<file path="src/inc/ssp_regs.svh">
/*
  register offsets, field positions, reset values and timing counts of the
  strap sampling and status pin block. assumes a 200 MHz core clock.
*/
// Behaviour
// - low reset forces all logic to defaults
// - select high picks first clock, low second
// - input rate straps loaded into both configs
// - open input rate straps give 8 kHz
// - single-ended rate straps sampled, open gives 19.44MHz
// - differential rate straps sampled, open gives 38.88MHz
// - two-bit field selects differential signal format
// - frame sync 50% clock, invert and pulse bits
// - multiframe sync 50% clock, own invert/pulse bits
// - failure pin follows status when enabled, else undriven
// - lock pin shows lock when enabled, else low
// - differential strap pins become general purpose io
`ifndef SSP_REGS_SVH
`define SSP_REGS_SVH

`define SSP_ADDR_W          6
`define SSP_OFS_IN1_CFG     6'h00
`define SSP_OFS_IN2_CFG     6'h04
`define SSP_OFS_OUT_RATE    6'h08
`define SSP_OFS_MCFG8       6'h0C
`define SSP_OFS_FP_CFG      6'h10
`define SSP_OFS_MCFG10      6'h14
`define SSP_OFS_MCFG1       6'h18
`define SSP_OFS_IO_CTRL     6'h1C
`define SSP_OFS_IO_STATE    6'h20
`define SSP_OFS_MSTS2       6'h24
`define SSP_OFS_IRQ_STS     6'h28
`define SSP_OFS_IRQ_MASK    6'h2C

// field positions
`define SSP_FP_INV_BIT      0
`define SSP_FP_PUL_BIT      1
`define SSP_MF_INV_BIT      2
`define SSP_MF_PUL_BIT      3
`define SSP_DIFF_RATE_LSB   4
`define SSP_IO_VAL_LSB      4
`define SSP_EV_FAIL         0
`define SSP_EV_UNLOCK       1
`define SSP_EV_SWITCH       2

// reset values and strap codes
`define SSP_IN_RATE_8K      4'h0
`define SSP_SE_RATE_OPEN    3'h3
`define SSP_DIFF_RATE_OPEN  3'h4
`define SSP_FMT_RST         2'h0
`define SSP_FP_CFG_RST      4'h0

// timing
`define SSP_CLK_HZ          200000000
`define SSP_FRAME_HZ        8000
`define SSP_MFRAME_HZ       2000
`define SSP_FRAME_CYCLES    (`SSP_CLK_HZ / `SSP_FRAME_HZ)
`define SSP_MF_FRAMES       (`SSP_FRAME_HZ / `SSP_MFRAME_HZ)

`endif

</file>
<file path="src/inc/ssp_pkg.sv">
/*
  types of the strap sampling and status pin block.
  assumes ssp_regs.svh for field widths elsewhere.
*/
package ssp_pkg;

  typedef struct packed {
    logic [2:0] in_rate;
    logic [2:0] se_rate;
    logic [2:0] diff_rate;
  } ssp_strap_t;

  typedef struct packed {
    logic       fail_o;
    logic       fail_oe;
    logic       lock_o;
    logic       lock_oe;
    logic [2:0] io_o;
    logic [2:0] io_oe;
  } ssp_pin_out_t;

  typedef struct packed {
    logic         strapped;
    logic [3:0]   in_rate1;
    logic [3:0]   in_rate2;
    logic [2:0]   se_rate;
    logic [2:0]   diff_rate;
    logic [1:0]   sig_fmt;
    logic [3:0]   fp_cfg;
    logic         fail_en;
    logic         lock_en;
    logic [2:0]   io_dir;
    logic [2:0]   io_val;
    logic [2:0]   io_lvl;
    logic [2:0]   sts;
    logic [2:0]   mask;
    logic         sel_first;
    logic         fail_q;
    logic         lock_q;
    logic [31:0]  frm_cnt;
    logic [1:0]   mf_cnt;
    logic         frame_out;
    logic         mf_out;
    logic         irq;
    logic         waitreq;
    logic [31:0]  rdata;
    ssp_pin_out_t pins;
  } ssp_state_t;

endpackage : ssp_pkg

</file>
<file path="src/verilog/ssp_top.sv">
/*
  strap capture at reset release, shared status / io pins, source select,
  frame and multiframe sync outputs and an avalon-mm register slave.
  assumes all inputs synchronous to core_clk; pins resolved outside.
*/
`timescale 1ns/1ps
`default_nettype none
`include "ssp_regs.svh"

module ssp_top #(
  parameter int unsigned FRAME_CYCLES = `SSP_FRAME_CYCLES
) (
  input  wire logic                      core_clk,
  input  wire logic                      rst_b,
  input  wire logic [`SSP_ADDR_W-1:0]    avs_address,
  input  wire logic                      avs_read,
  input  wire logic                      avs_write,
  input  wire logic [31:0]               avs_writedata,
  output logic [31:0]                    avs_readdata,
  output logic                           avs_waitrequest,
  input  wire ssp_pkg::ssp_strap_t       straps,
  input  wire logic                      source_select_pin,
  input  wire logic                      reference_failure,
  input  wire logic                      dpll_locked,
  output ssp_pkg::ssp_pin_out_t          pin_out,
  output logic                           select_first_input,
  output logic [3:0]                     first_input_rate,
  output logic [3:0]                     second_input_rate,
  output logic [2:0]                     se_output_rate,
  output logic [2:0]                     diff_output_rate,
  output logic [1:0]                     diff_signal_format,
  output logic                           frame_pulse_out,
  output logic                           multiframe_pulse_out,
  output logic                           irq
);

  localparam logic [31:0] FRAME_LAST = 32'(FRAME_CYCLES - 1);
  localparam logic [31:0] FRAME_HALF = 32'(FRAME_CYCLES / 2);
  localparam logic [1:0]  MF_LAST    = 2'(`SSP_MF_FRAMES - 1);
  localparam logic [1:0]  MF_HALF    = 2'(`SSP_MF_FRAMES / 2);

  ssp_pkg::ssp_state_t st;
  ssp_pkg::ssp_state_t next_st;

  logic       acc;
  logic       wr;
  logic [2:0] ev;
  logic       frm_wrap;
  logic       frm_high;
  logic       mf_high;

  always_comb begin
    next_st  = st;
    acc      = (avs_read | avs_write) & st.waitreq;
    wr       = avs_write & ~st.waitreq;
    frm_wrap = (st.frm_cnt >= FRAME_LAST);
    ev       = 3'h0;

    // capture straps once, the cycle after release
    if (!st.strapped) begin
      next_st.strapped  = 1'b1;
      next_st.in_rate1  = {1'b0, straps.in_rate};
      next_st.in_rate2  = {1'b0, straps.in_rate};
      next_st.se_rate   = straps.se_rate;
      next_st.diff_rate = straps.diff_rate;
    end

    next_st.sel_first = source_select_pin;
    next_st.fail_q    = reference_failure;
    next_st.lock_q    = dpll_locked;
    next_st.io_lvl    = {straps.diff_rate[2], straps.diff_rate[1], straps.diff_rate[0]};

    // events
    ev[`SSP_EV_FAIL]   = reference_failure & ~st.fail_q;
    ev[`SSP_EV_UNLOCK] = st.lock_q & ~dpll_locked;
    ev[`SSP_EV_SWITCH] = source_select_pin ^ st.sel_first;

    // bus slave: one wait cycle, then answer
    next_st.waitreq = ~acc;
    if (acc) begin
      case (avs_address)
        `SSP_OFS_IN1_CFG:  next_st.rdata = {28'h0, st.in_rate1};
        `SSP_OFS_IN2_CFG:  next_st.rdata = {28'h0, st.in_rate2};
        `SSP_OFS_OUT_RATE: next_st.rdata = {25'h0, st.diff_rate, 1'b0, st.se_rate};
        `SSP_OFS_MCFG8:    next_st.rdata = {30'h0, st.sig_fmt};
        `SSP_OFS_FP_CFG:   next_st.rdata = {28'h0, st.fp_cfg};
        `SSP_OFS_MCFG10:   next_st.rdata = {31'h0, st.fail_en};
        `SSP_OFS_MCFG1:    next_st.rdata = {31'h0, st.lock_en};
        `SSP_OFS_IO_CTRL:  next_st.rdata = {25'h0, st.io_val, 1'b0, st.io_dir};
        `SSP_OFS_IO_STATE: next_st.rdata = {29'h0, st.io_lvl};
        `SSP_OFS_MSTS2:    next_st.rdata = {29'h0, st.sel_first, st.lock_q, st.fail_q};
        `SSP_OFS_IRQ_STS:  next_st.rdata = {29'h0, st.sts};
        `SSP_OFS_IRQ_MASK: next_st.rdata = {29'h0, st.mask};
        default:           next_st.rdata = 32'h0;
      endcase
    end

    if (wr) begin
      case (avs_address)
        `SSP_OFS_IN1_CFG:  next_st.in_rate1 = avs_writedata[3:0];
        `SSP_OFS_IN2_CFG:  next_st.in_rate2 = avs_writedata[3:0];
        `SSP_OFS_OUT_RATE: begin
          next_st.se_rate   = avs_writedata[2:0];
          next_st.diff_rate = avs_writedata[`SSP_DIFF_RATE_LSB +: 3];
        end
        `SSP_OFS_MCFG8:    next_st.sig_fmt = avs_writedata[1:0];
        `SSP_OFS_FP_CFG:   next_st.fp_cfg  = avs_writedata[3:0];
        `SSP_OFS_MCFG10:   next_st.fail_en = avs_writedata[0];
        `SSP_OFS_MCFG1:    next_st.lock_en = avs_writedata[0];
        `SSP_OFS_IO_CTRL:  begin
          next_st.io_dir = avs_writedata[2:0];
          next_st.io_val = avs_writedata[`SSP_IO_VAL_LSB +: 3];
        end
        `SSP_OFS_IRQ_MASK: next_st.mask = avs_writedata[2:0];
        default:           next_st.mask = st.mask;
      endcase
    end

    // sticky status, set wins over write-one-clear
    if (wr && avs_address == `SSP_OFS_IRQ_STS) begin
      next_st.sts = (st.sts & ~avs_writedata[2:0]) | ev;
    end else begin
      next_st.sts = st.sts | ev;
    end
    next_st.irq = |(next_st.sts & next_st.mask);

    // frame and multiframe timing
    if (frm_wrap) begin
      next_st.frm_cnt = 32'h0;
      next_st.mf_cnt  = (st.mf_cnt >= MF_LAST) ? 2'h0 : st.mf_cnt + 2'h1;
    end else begin
      next_st.frm_cnt = st.frm_cnt + 32'h1;
    end
    frm_high = st.fp_cfg[`SSP_FP_PUL_BIT] ? (st.frm_cnt == 32'h0)
                                          : (st.frm_cnt < FRAME_HALF);
    mf_high  = st.fp_cfg[`SSP_MF_PUL_BIT] ? (st.frm_cnt == 32'h0 && st.mf_cnt == 2'h0)
                                          : (st.mf_cnt < MF_HALF);
    next_st.frame_out = frm_high ^ st.fp_cfg[`SSP_FP_INV_BIT];
    next_st.mf_out    = mf_high ^ st.fp_cfg[`SSP_MF_INV_BIT];

    // shared pins take their second role only after straps are taken
    next_st.pins.fail_o  = reference_failure;
    next_st.pins.fail_oe = st.strapped & st.fail_en;
    next_st.pins.lock_o  = st.lock_en & dpll_locked;
    next_st.pins.lock_oe = st.strapped;
    next_st.pins.io_o    = st.io_val;
    next_st.pins.io_oe   = st.strapped ? st.io_dir : 3'h0;
  end

  always_ff @(posedge core_clk or negedge rst_b) begin
    if (!rst_b) begin
      st           <= '0;
      st.waitreq   <= 1'b1;
      st.in_rate1  <= `SSP_IN_RATE_8K;
      st.in_rate2  <= `SSP_IN_RATE_8K;
      st.se_rate   <= `SSP_SE_RATE_OPEN;
      st.diff_rate <= `SSP_DIFF_RATE_OPEN;
      st.sig_fmt   <= `SSP_FMT_RST;
      st.fp_cfg    <= `SSP_FP_CFG_RST;
    end else begin
      st <= next_st;
    end
  end

  assign avs_readdata         = st.rdata;
  assign avs_waitrequest      = st.waitreq;
  assign pin_out              = st.pins;
  assign select_first_input   = st.sel_first;
  assign first_input_rate     = st.in_rate1;
  assign second_input_rate    = st.in_rate2;
  assign se_output_rate       = st.se_rate;
  assign diff_output_rate     = st.diff_rate;
  assign diff_signal_format   = st.sig_fmt;
  assign frame_pulse_out      = st.frame_out;
  assign multiframe_pulse_out = st.mf_out;
  assign irq                  = st.irq;
endmodule : ssp_top

`default_nettype wire

</file>
<file path="config.mk">
export PLATFORM = sky130hd
export DESIGN_NAME = ssp_top
export DESIGN_NICKNAME = d
export VERILOG_FILES = /design/src/inc/ssp_pkg.sv /design/src/verilog/ssp_top.sv
export VERILOG_INCLUDE_DIRS = /design/src /design/src/inc
export SDC_FILE = /design/constraint.sdc
export NUM_CORES = 1
export LEC_CHECK = 0
export BUFFER_PORTS_ARGS = -buffer_cell sky130_fd_sc_hd__buf_2
export CAP_MARGIN = 20
export CORE_MARGIN = 2
export CORE_UTILIZATION = 57
export DETAILED_ROUTE_END_ITERATION = 6
export GPL_TIMING_DRIVEN = 0
export PLACE_DENSITY = 0.86
export SYNTH_ARGS = -nofsm -noshare
export SYNTH_HDL_FRONTEND = slang
export SYNTH_SLANG_ARGS = --single-unit
</file>
<file path="constraint.sdc">
create_clock -name core_clk -period 4.3 [get_ports core_clk]
set_input_delay 0.215 -clock core_clk [delete_from_list [all_inputs] [get_ports core_clk]]
set_output_delay 0.215 -clock core_clk [all_outputs]
set_load 0.005 [all_outputs]
</file>
* After elaboration in Yosys (flattened, before gate mapping)
Cells that the tools add are included.
Storage, ports and cells: memories 0, bits in registers 120, bits in read-only memories 0, RAM bits 0, bits in latches 0, word-level logic and storage cells 95, input bits 54
Cells by class: div/mod/pow operators 0, bitwise logic cells 19, shift-type cells 0, multiply operators 0, reduce and logical (&&, ||, !) cells 11, muxes and demuxes 19, $add $sub $neg 2, eq/ne operators 11, $lt $le $gt $ge 4
Operators with widths (number):
- $pmux W7 S12 | 1
- $add A32 B1 Y32 const B | 1
- $ge A32 B15 Y1 const B | 1
- $logic_not A32 Y1 | 1
- $lt A32 B14 Y1 const B | 1
- $mux W32 | 1
- $mux W28 | 1
- $eq A6 B5 Y1 const B | 4
- $eq A6 B6 Y1 const B | 4
- $mux W14 | 1
- $eq A6 B4 Y1 const B | 2
- $mux W3 | 4
- $mux W4 | 3
- $mux W6 | 2
- $reduce_and A2 Y1 | 5
- $and A1 B1 Y1 | 6
- $and A3 B3 Y3 | 2
- $eq A6 B3 Y1 const B | 1
- $logic_not A6 Y1 | 1
- $or A3 B3 Y3 | 2
- $mux W1 | 4
- $mux W2 | 2
- $not A1 Y1 | 4
- $not A3 Y3 | 1
- 8 further kinds | 11

* Logic depth before layout (Yosys ltp)
depth after elaboration 6, gate-level depth with buffers 7

* Least setup slack after synthesis
OpenSTA, ideal clock, no wires.
path kind register to register, start point register st[48] (netlist bit), end point register st[53] (netlist bit), stages on the path, launching flop included 7, library setup time 122 ps, data required time 4178 ps, arrival 1606 ps, path slack 2572 ps, cell sequence dfrtp_1 -> ha_1 -> a211o_1 -> a21oi_1 -> o311ai_2 -> buf_2 -> nor2_1
RTL lines:
- from (decl) | RTL line ssp_top.sv:42 | ssp_pkg::ssp_state_t st;
- from (signal assigned) | RTL line ssp_top.sv:161 | st <= next_st;

==> results.yml <==
sta:
  min_period_ps: 2040
  worst_slew_pin_slew_ps: 716
  rsz0062_at_grt: "false"
  drv_slew: 0
  finalClockSkew_ps: 12.2
  setup_violations: 0
  setup_tns_ps: 0
  slew_headroom_pct: 52.2
  finalCritPeriodShare_pct: 47.4
  hold_viol_final: 0
  clock.fmax_mhz: 491
placed_design:
  port_buffers: 63
  place_hpwl_um: 6540
  dpl_cell_area_um2: 5180
  gp_congestion: 0.887
power_and_ir_drop:
  pwr_density_cell_nw_per_um2: 342
  vdd_drop_max_mv: 0.207
  p_leak_nw: 2.73
  design_power_total_w: 0.00188
worst_setup_path:
  cp.buffers_inverters: 1
  ff2ff_path_depth: 6
  reg2reg_to: "st[56]$_DFF_PN0_"
  cp_slowest_cell: "o311ai_2"
  path_max_fanout: 10
  crit_path_start_kind: "flop"
  crit_required_ps: 4550
  cp-end-kind: "flop"
  r2r_slack_ps: 2260
  reg2reg_from: "st[48]$_DFF_PN0_"
  crit_family: "compound AO/OA/AOI/OAI gates"
  cp.arrival_ps: 2290
  crit_path_max_incr_delay_ps: 650
  cp_cell_sequence: "ha_1, a211o_1, a21oi_1, o311ai_2, buf_2, nor2_1"
  critPathKind: "flop to flop"
clock_tree:
  cts_tree: "built"
  post-cts-setup-buffers: 0
  cts-root-buf: "clkbuf_8"
  htree_num_levels: 3
  cts.clk_slew.worst_paths_ps: 100
  clockBufferDepth: 2
  numCtsBuffers: 9
  clk_latency_ps: 370
  cts.sinks: 95
floorplanning:
  die_h_um: 93.4
  start_util_pct: 58.9
  rows: 32
  die_w_um: 93.4
  ioPinCount: 117
  core_area_um2: 7730
  dieArea_um2: 8720
routing:
  ant_nets: 0
  wirelength_um: 9240
  dr_wl_met2_um: 4900
  drt_iter0_drc: 184
  wl_per_cell_um: 14.5
  met3RoutedLength_um: 543
  first_pass_iters: 4
  post-route-drc-count: 0
  num_vias: 3275
  viasPerCell: 5.13
  top_layer: "met4"
  m1WireLength_um: 3600
grt:
  grt_max_degree: 61
  overflow: 0
  grt_use_total_pct: 22.2
  grt_pass1_vias: 3041
  grt_first_pass_wirelength_um: 14800
  antenna_found_initial: 0
logic_synthesis:
  syn_area_per_cell_um2: 11.1
  synth_flop_cell: "dfrtp_1"
  ys_ff_latch: 95
  seq_area_frac_synth_pct: 52.3
  yosys_warnings: 0
  synth_edf_count: 0
  ys_async_sr_fraction_pct: 100
  synthDistinctLibCells: 58
  synthCells: 409
  syn-cell-area_um2: 4550
worst_hold_path:
  hold_end: "diff_output_rate[2]$_DFF_PN1_"
  hold_depth: 3
  hp-start: "avs_writedata[6]"
  hold_class: "input port to flop"
cells_and_area:
  drive_gt1_share_pct: 32.6
  area_growth_pct: 20.5
  multi_input_area_um2: 1780
  regArea_um2: 2380
  post-route-cell-area_um2: 5490
  fillCellCount: 561
  final_util_pct: 71.0
  antenna_cells: 0
  fin_nets: 590
outcome:
  status: "finished clean"
run:
  cap_viol_max_count: 0
[synth_stat cells (all sizes together), types with 4 or more instances]
cell / number / area, um^2
xnor2: 7 / 61.3
nor2b: 5 / 31.3
buf: 69 / 497
mux2i: 9 / 90.1
a22o: 5 / 43.8
a22oi: 5 / 37.5
and2: 8 / 50.1
nor4: 8 / 56.3
dfrtp: 91 / 2280
o21ai: 18 / 93.8
mux2: 16 / 191
dfstp: 4 / 105
nand2: 25 / 96.4
nand3: 8 / 45.0
xor2: 7 / 61.3
inv: 10 / 37.5
ha: 4 / 50.1
nand4: 5 / 31.3
or3: 5 / 31.3
mux4: 4 / 90.1
nor2: 31 / 124
clkbuf: 4 / 15.0
a21oi: 26 / 141
nor3: 5 / 25.0
[state kept, by name (all words and copies together) (netlist names)]
signal and flops:
avs_readdata 7, st 53, first_input_rate 4, next_st 4, multiframe_pulse_out 1, avs_waitrequest 1, select_first_input 1, second_input_rate 4
se_output_rate 3, pin_out 10, irq 1, diff_output_rate 3, diff_signal_format 2, frame_pulse_out 1
[worst register-to-register path, delay by kind of cell (launching register included)]
kind            cells  cell delay, ps
fa+ha+maj           1             220
compound gates      3             870
buf+inv             1             340
flops               1             420
simple gates        1              70
[worst max-delay path by stage]
stage	start	slack [ps]	endpoint	depth (start not counted)
finish	st[48]$_DFF_PN0_	2260	st[56]$_DFF_PN0_	6
CTS	st[48]$_DFF_PN0_	2250	st[56]$_DFF_PN0_	6
global placement	rst_b	2190	st[68]$_DFF_PN0_	1
detailed placement	st[48]$_DFF_PN0_	2260	st[62]$_DFF_PN0_	6
floorplan	st[48]$_DFF_PN0_	2570	st[53]$_DFF_PN0_	6
global route	st[48]$_DFF_PN0_	2070	st[56]$_DFF_PN0_	6
[cells in the final DEF (no fill, tap or decap), types with 4 or more instances in the layout]
cell,netlist,final
dfrtp_1,91,91
buf_2,7,69
buf_4,59,60
conb_1,2,43
nor2_1,28,28
nand2_1,24,24
a21oi_1,23,23
mux2_1,12,12
clkbuf_8,0,11
inv_1,10,10
o21ai_1,9,9
mux2i_1,9,9
and2_1,8,8
o21ai_0,8,8
nand3_1,7,7
nor4_1,7,7
xnor2_1,7,7
xor2_1,7,7
dlygate4sd3_1,0,7
nor2b_1,5,5
or3_1,5,5
nor3_1,5,5
nand4_1,5,5
a22o_1,5,5
a22oi_1,5,5
clkbuf_1,4,4
mux4_2,4,4
ha_1,4,4
dfstp_2,4,4
[area by class of cell]
type,count,area share (%)
flip-flops and latches,95,43.4
multi-input cells,272,32.4
plain buffers,73,9.32
repair buffers,71,7.57
clock buffers,11,2.76
well taps,102,2.32
clock inverters,5,1.60
inverters,10,0.684
[where the power goes]
part	total [W]	internal, W	switching [W]
registers	0.000974	0.000943	0.0000309
logic	0.000216	0.000113	0.000104
clock network	0.000689	0.000364	0.000325
total	0.00188	0.00142	0.000459
[cells by family after synthesis]
| group | Yosys count | synth area share, % |
|---|---|---|
| and+or+nand+nor | 115 | 14.1 |
| DFF | 95 | 52.3 |
| muxes | 29 | 8.16 |
| adders and majority gates | 4 | 1.10 |
| buffers and inverters | 83 | 12.1 |
| other | 2 | 0.165 |
| AOI/OAI and AO/OA | 67 | 9.45 |
| xor gates and xnor gates | 14 | 2.69 |
[metrics by stage]
step	worst slack [ps]	hold WS, ps	std cells
after floorplan	2570	-80.6	450
after global placement	2190	345	615
after detailed placement	2260	211	616
after CTS	2250	67.2	639
after global routing	2070	64.6	639
final	2260	82.9	639
[layer usage]
| metal | global-route usage [%] | up-vias |
|---|---|---|
| met3 | 5.48 | 19 |
| met2 | 38.4 | 122 |
| met4 | 7.48 | 0 |
| li1 | - | 1569 |
| met5 | 0 | - |
| met1 | 27.2 | 1565 |
[timing repair]
| item | CTS | global route |
|---|---|---|
| hold buffers | 7 | 0 |
| hold endpoints to repair | 39 | 0 |
| resized for setup | 0 | 0 |
Note: power is estimated with default switching activity, not from simulation.
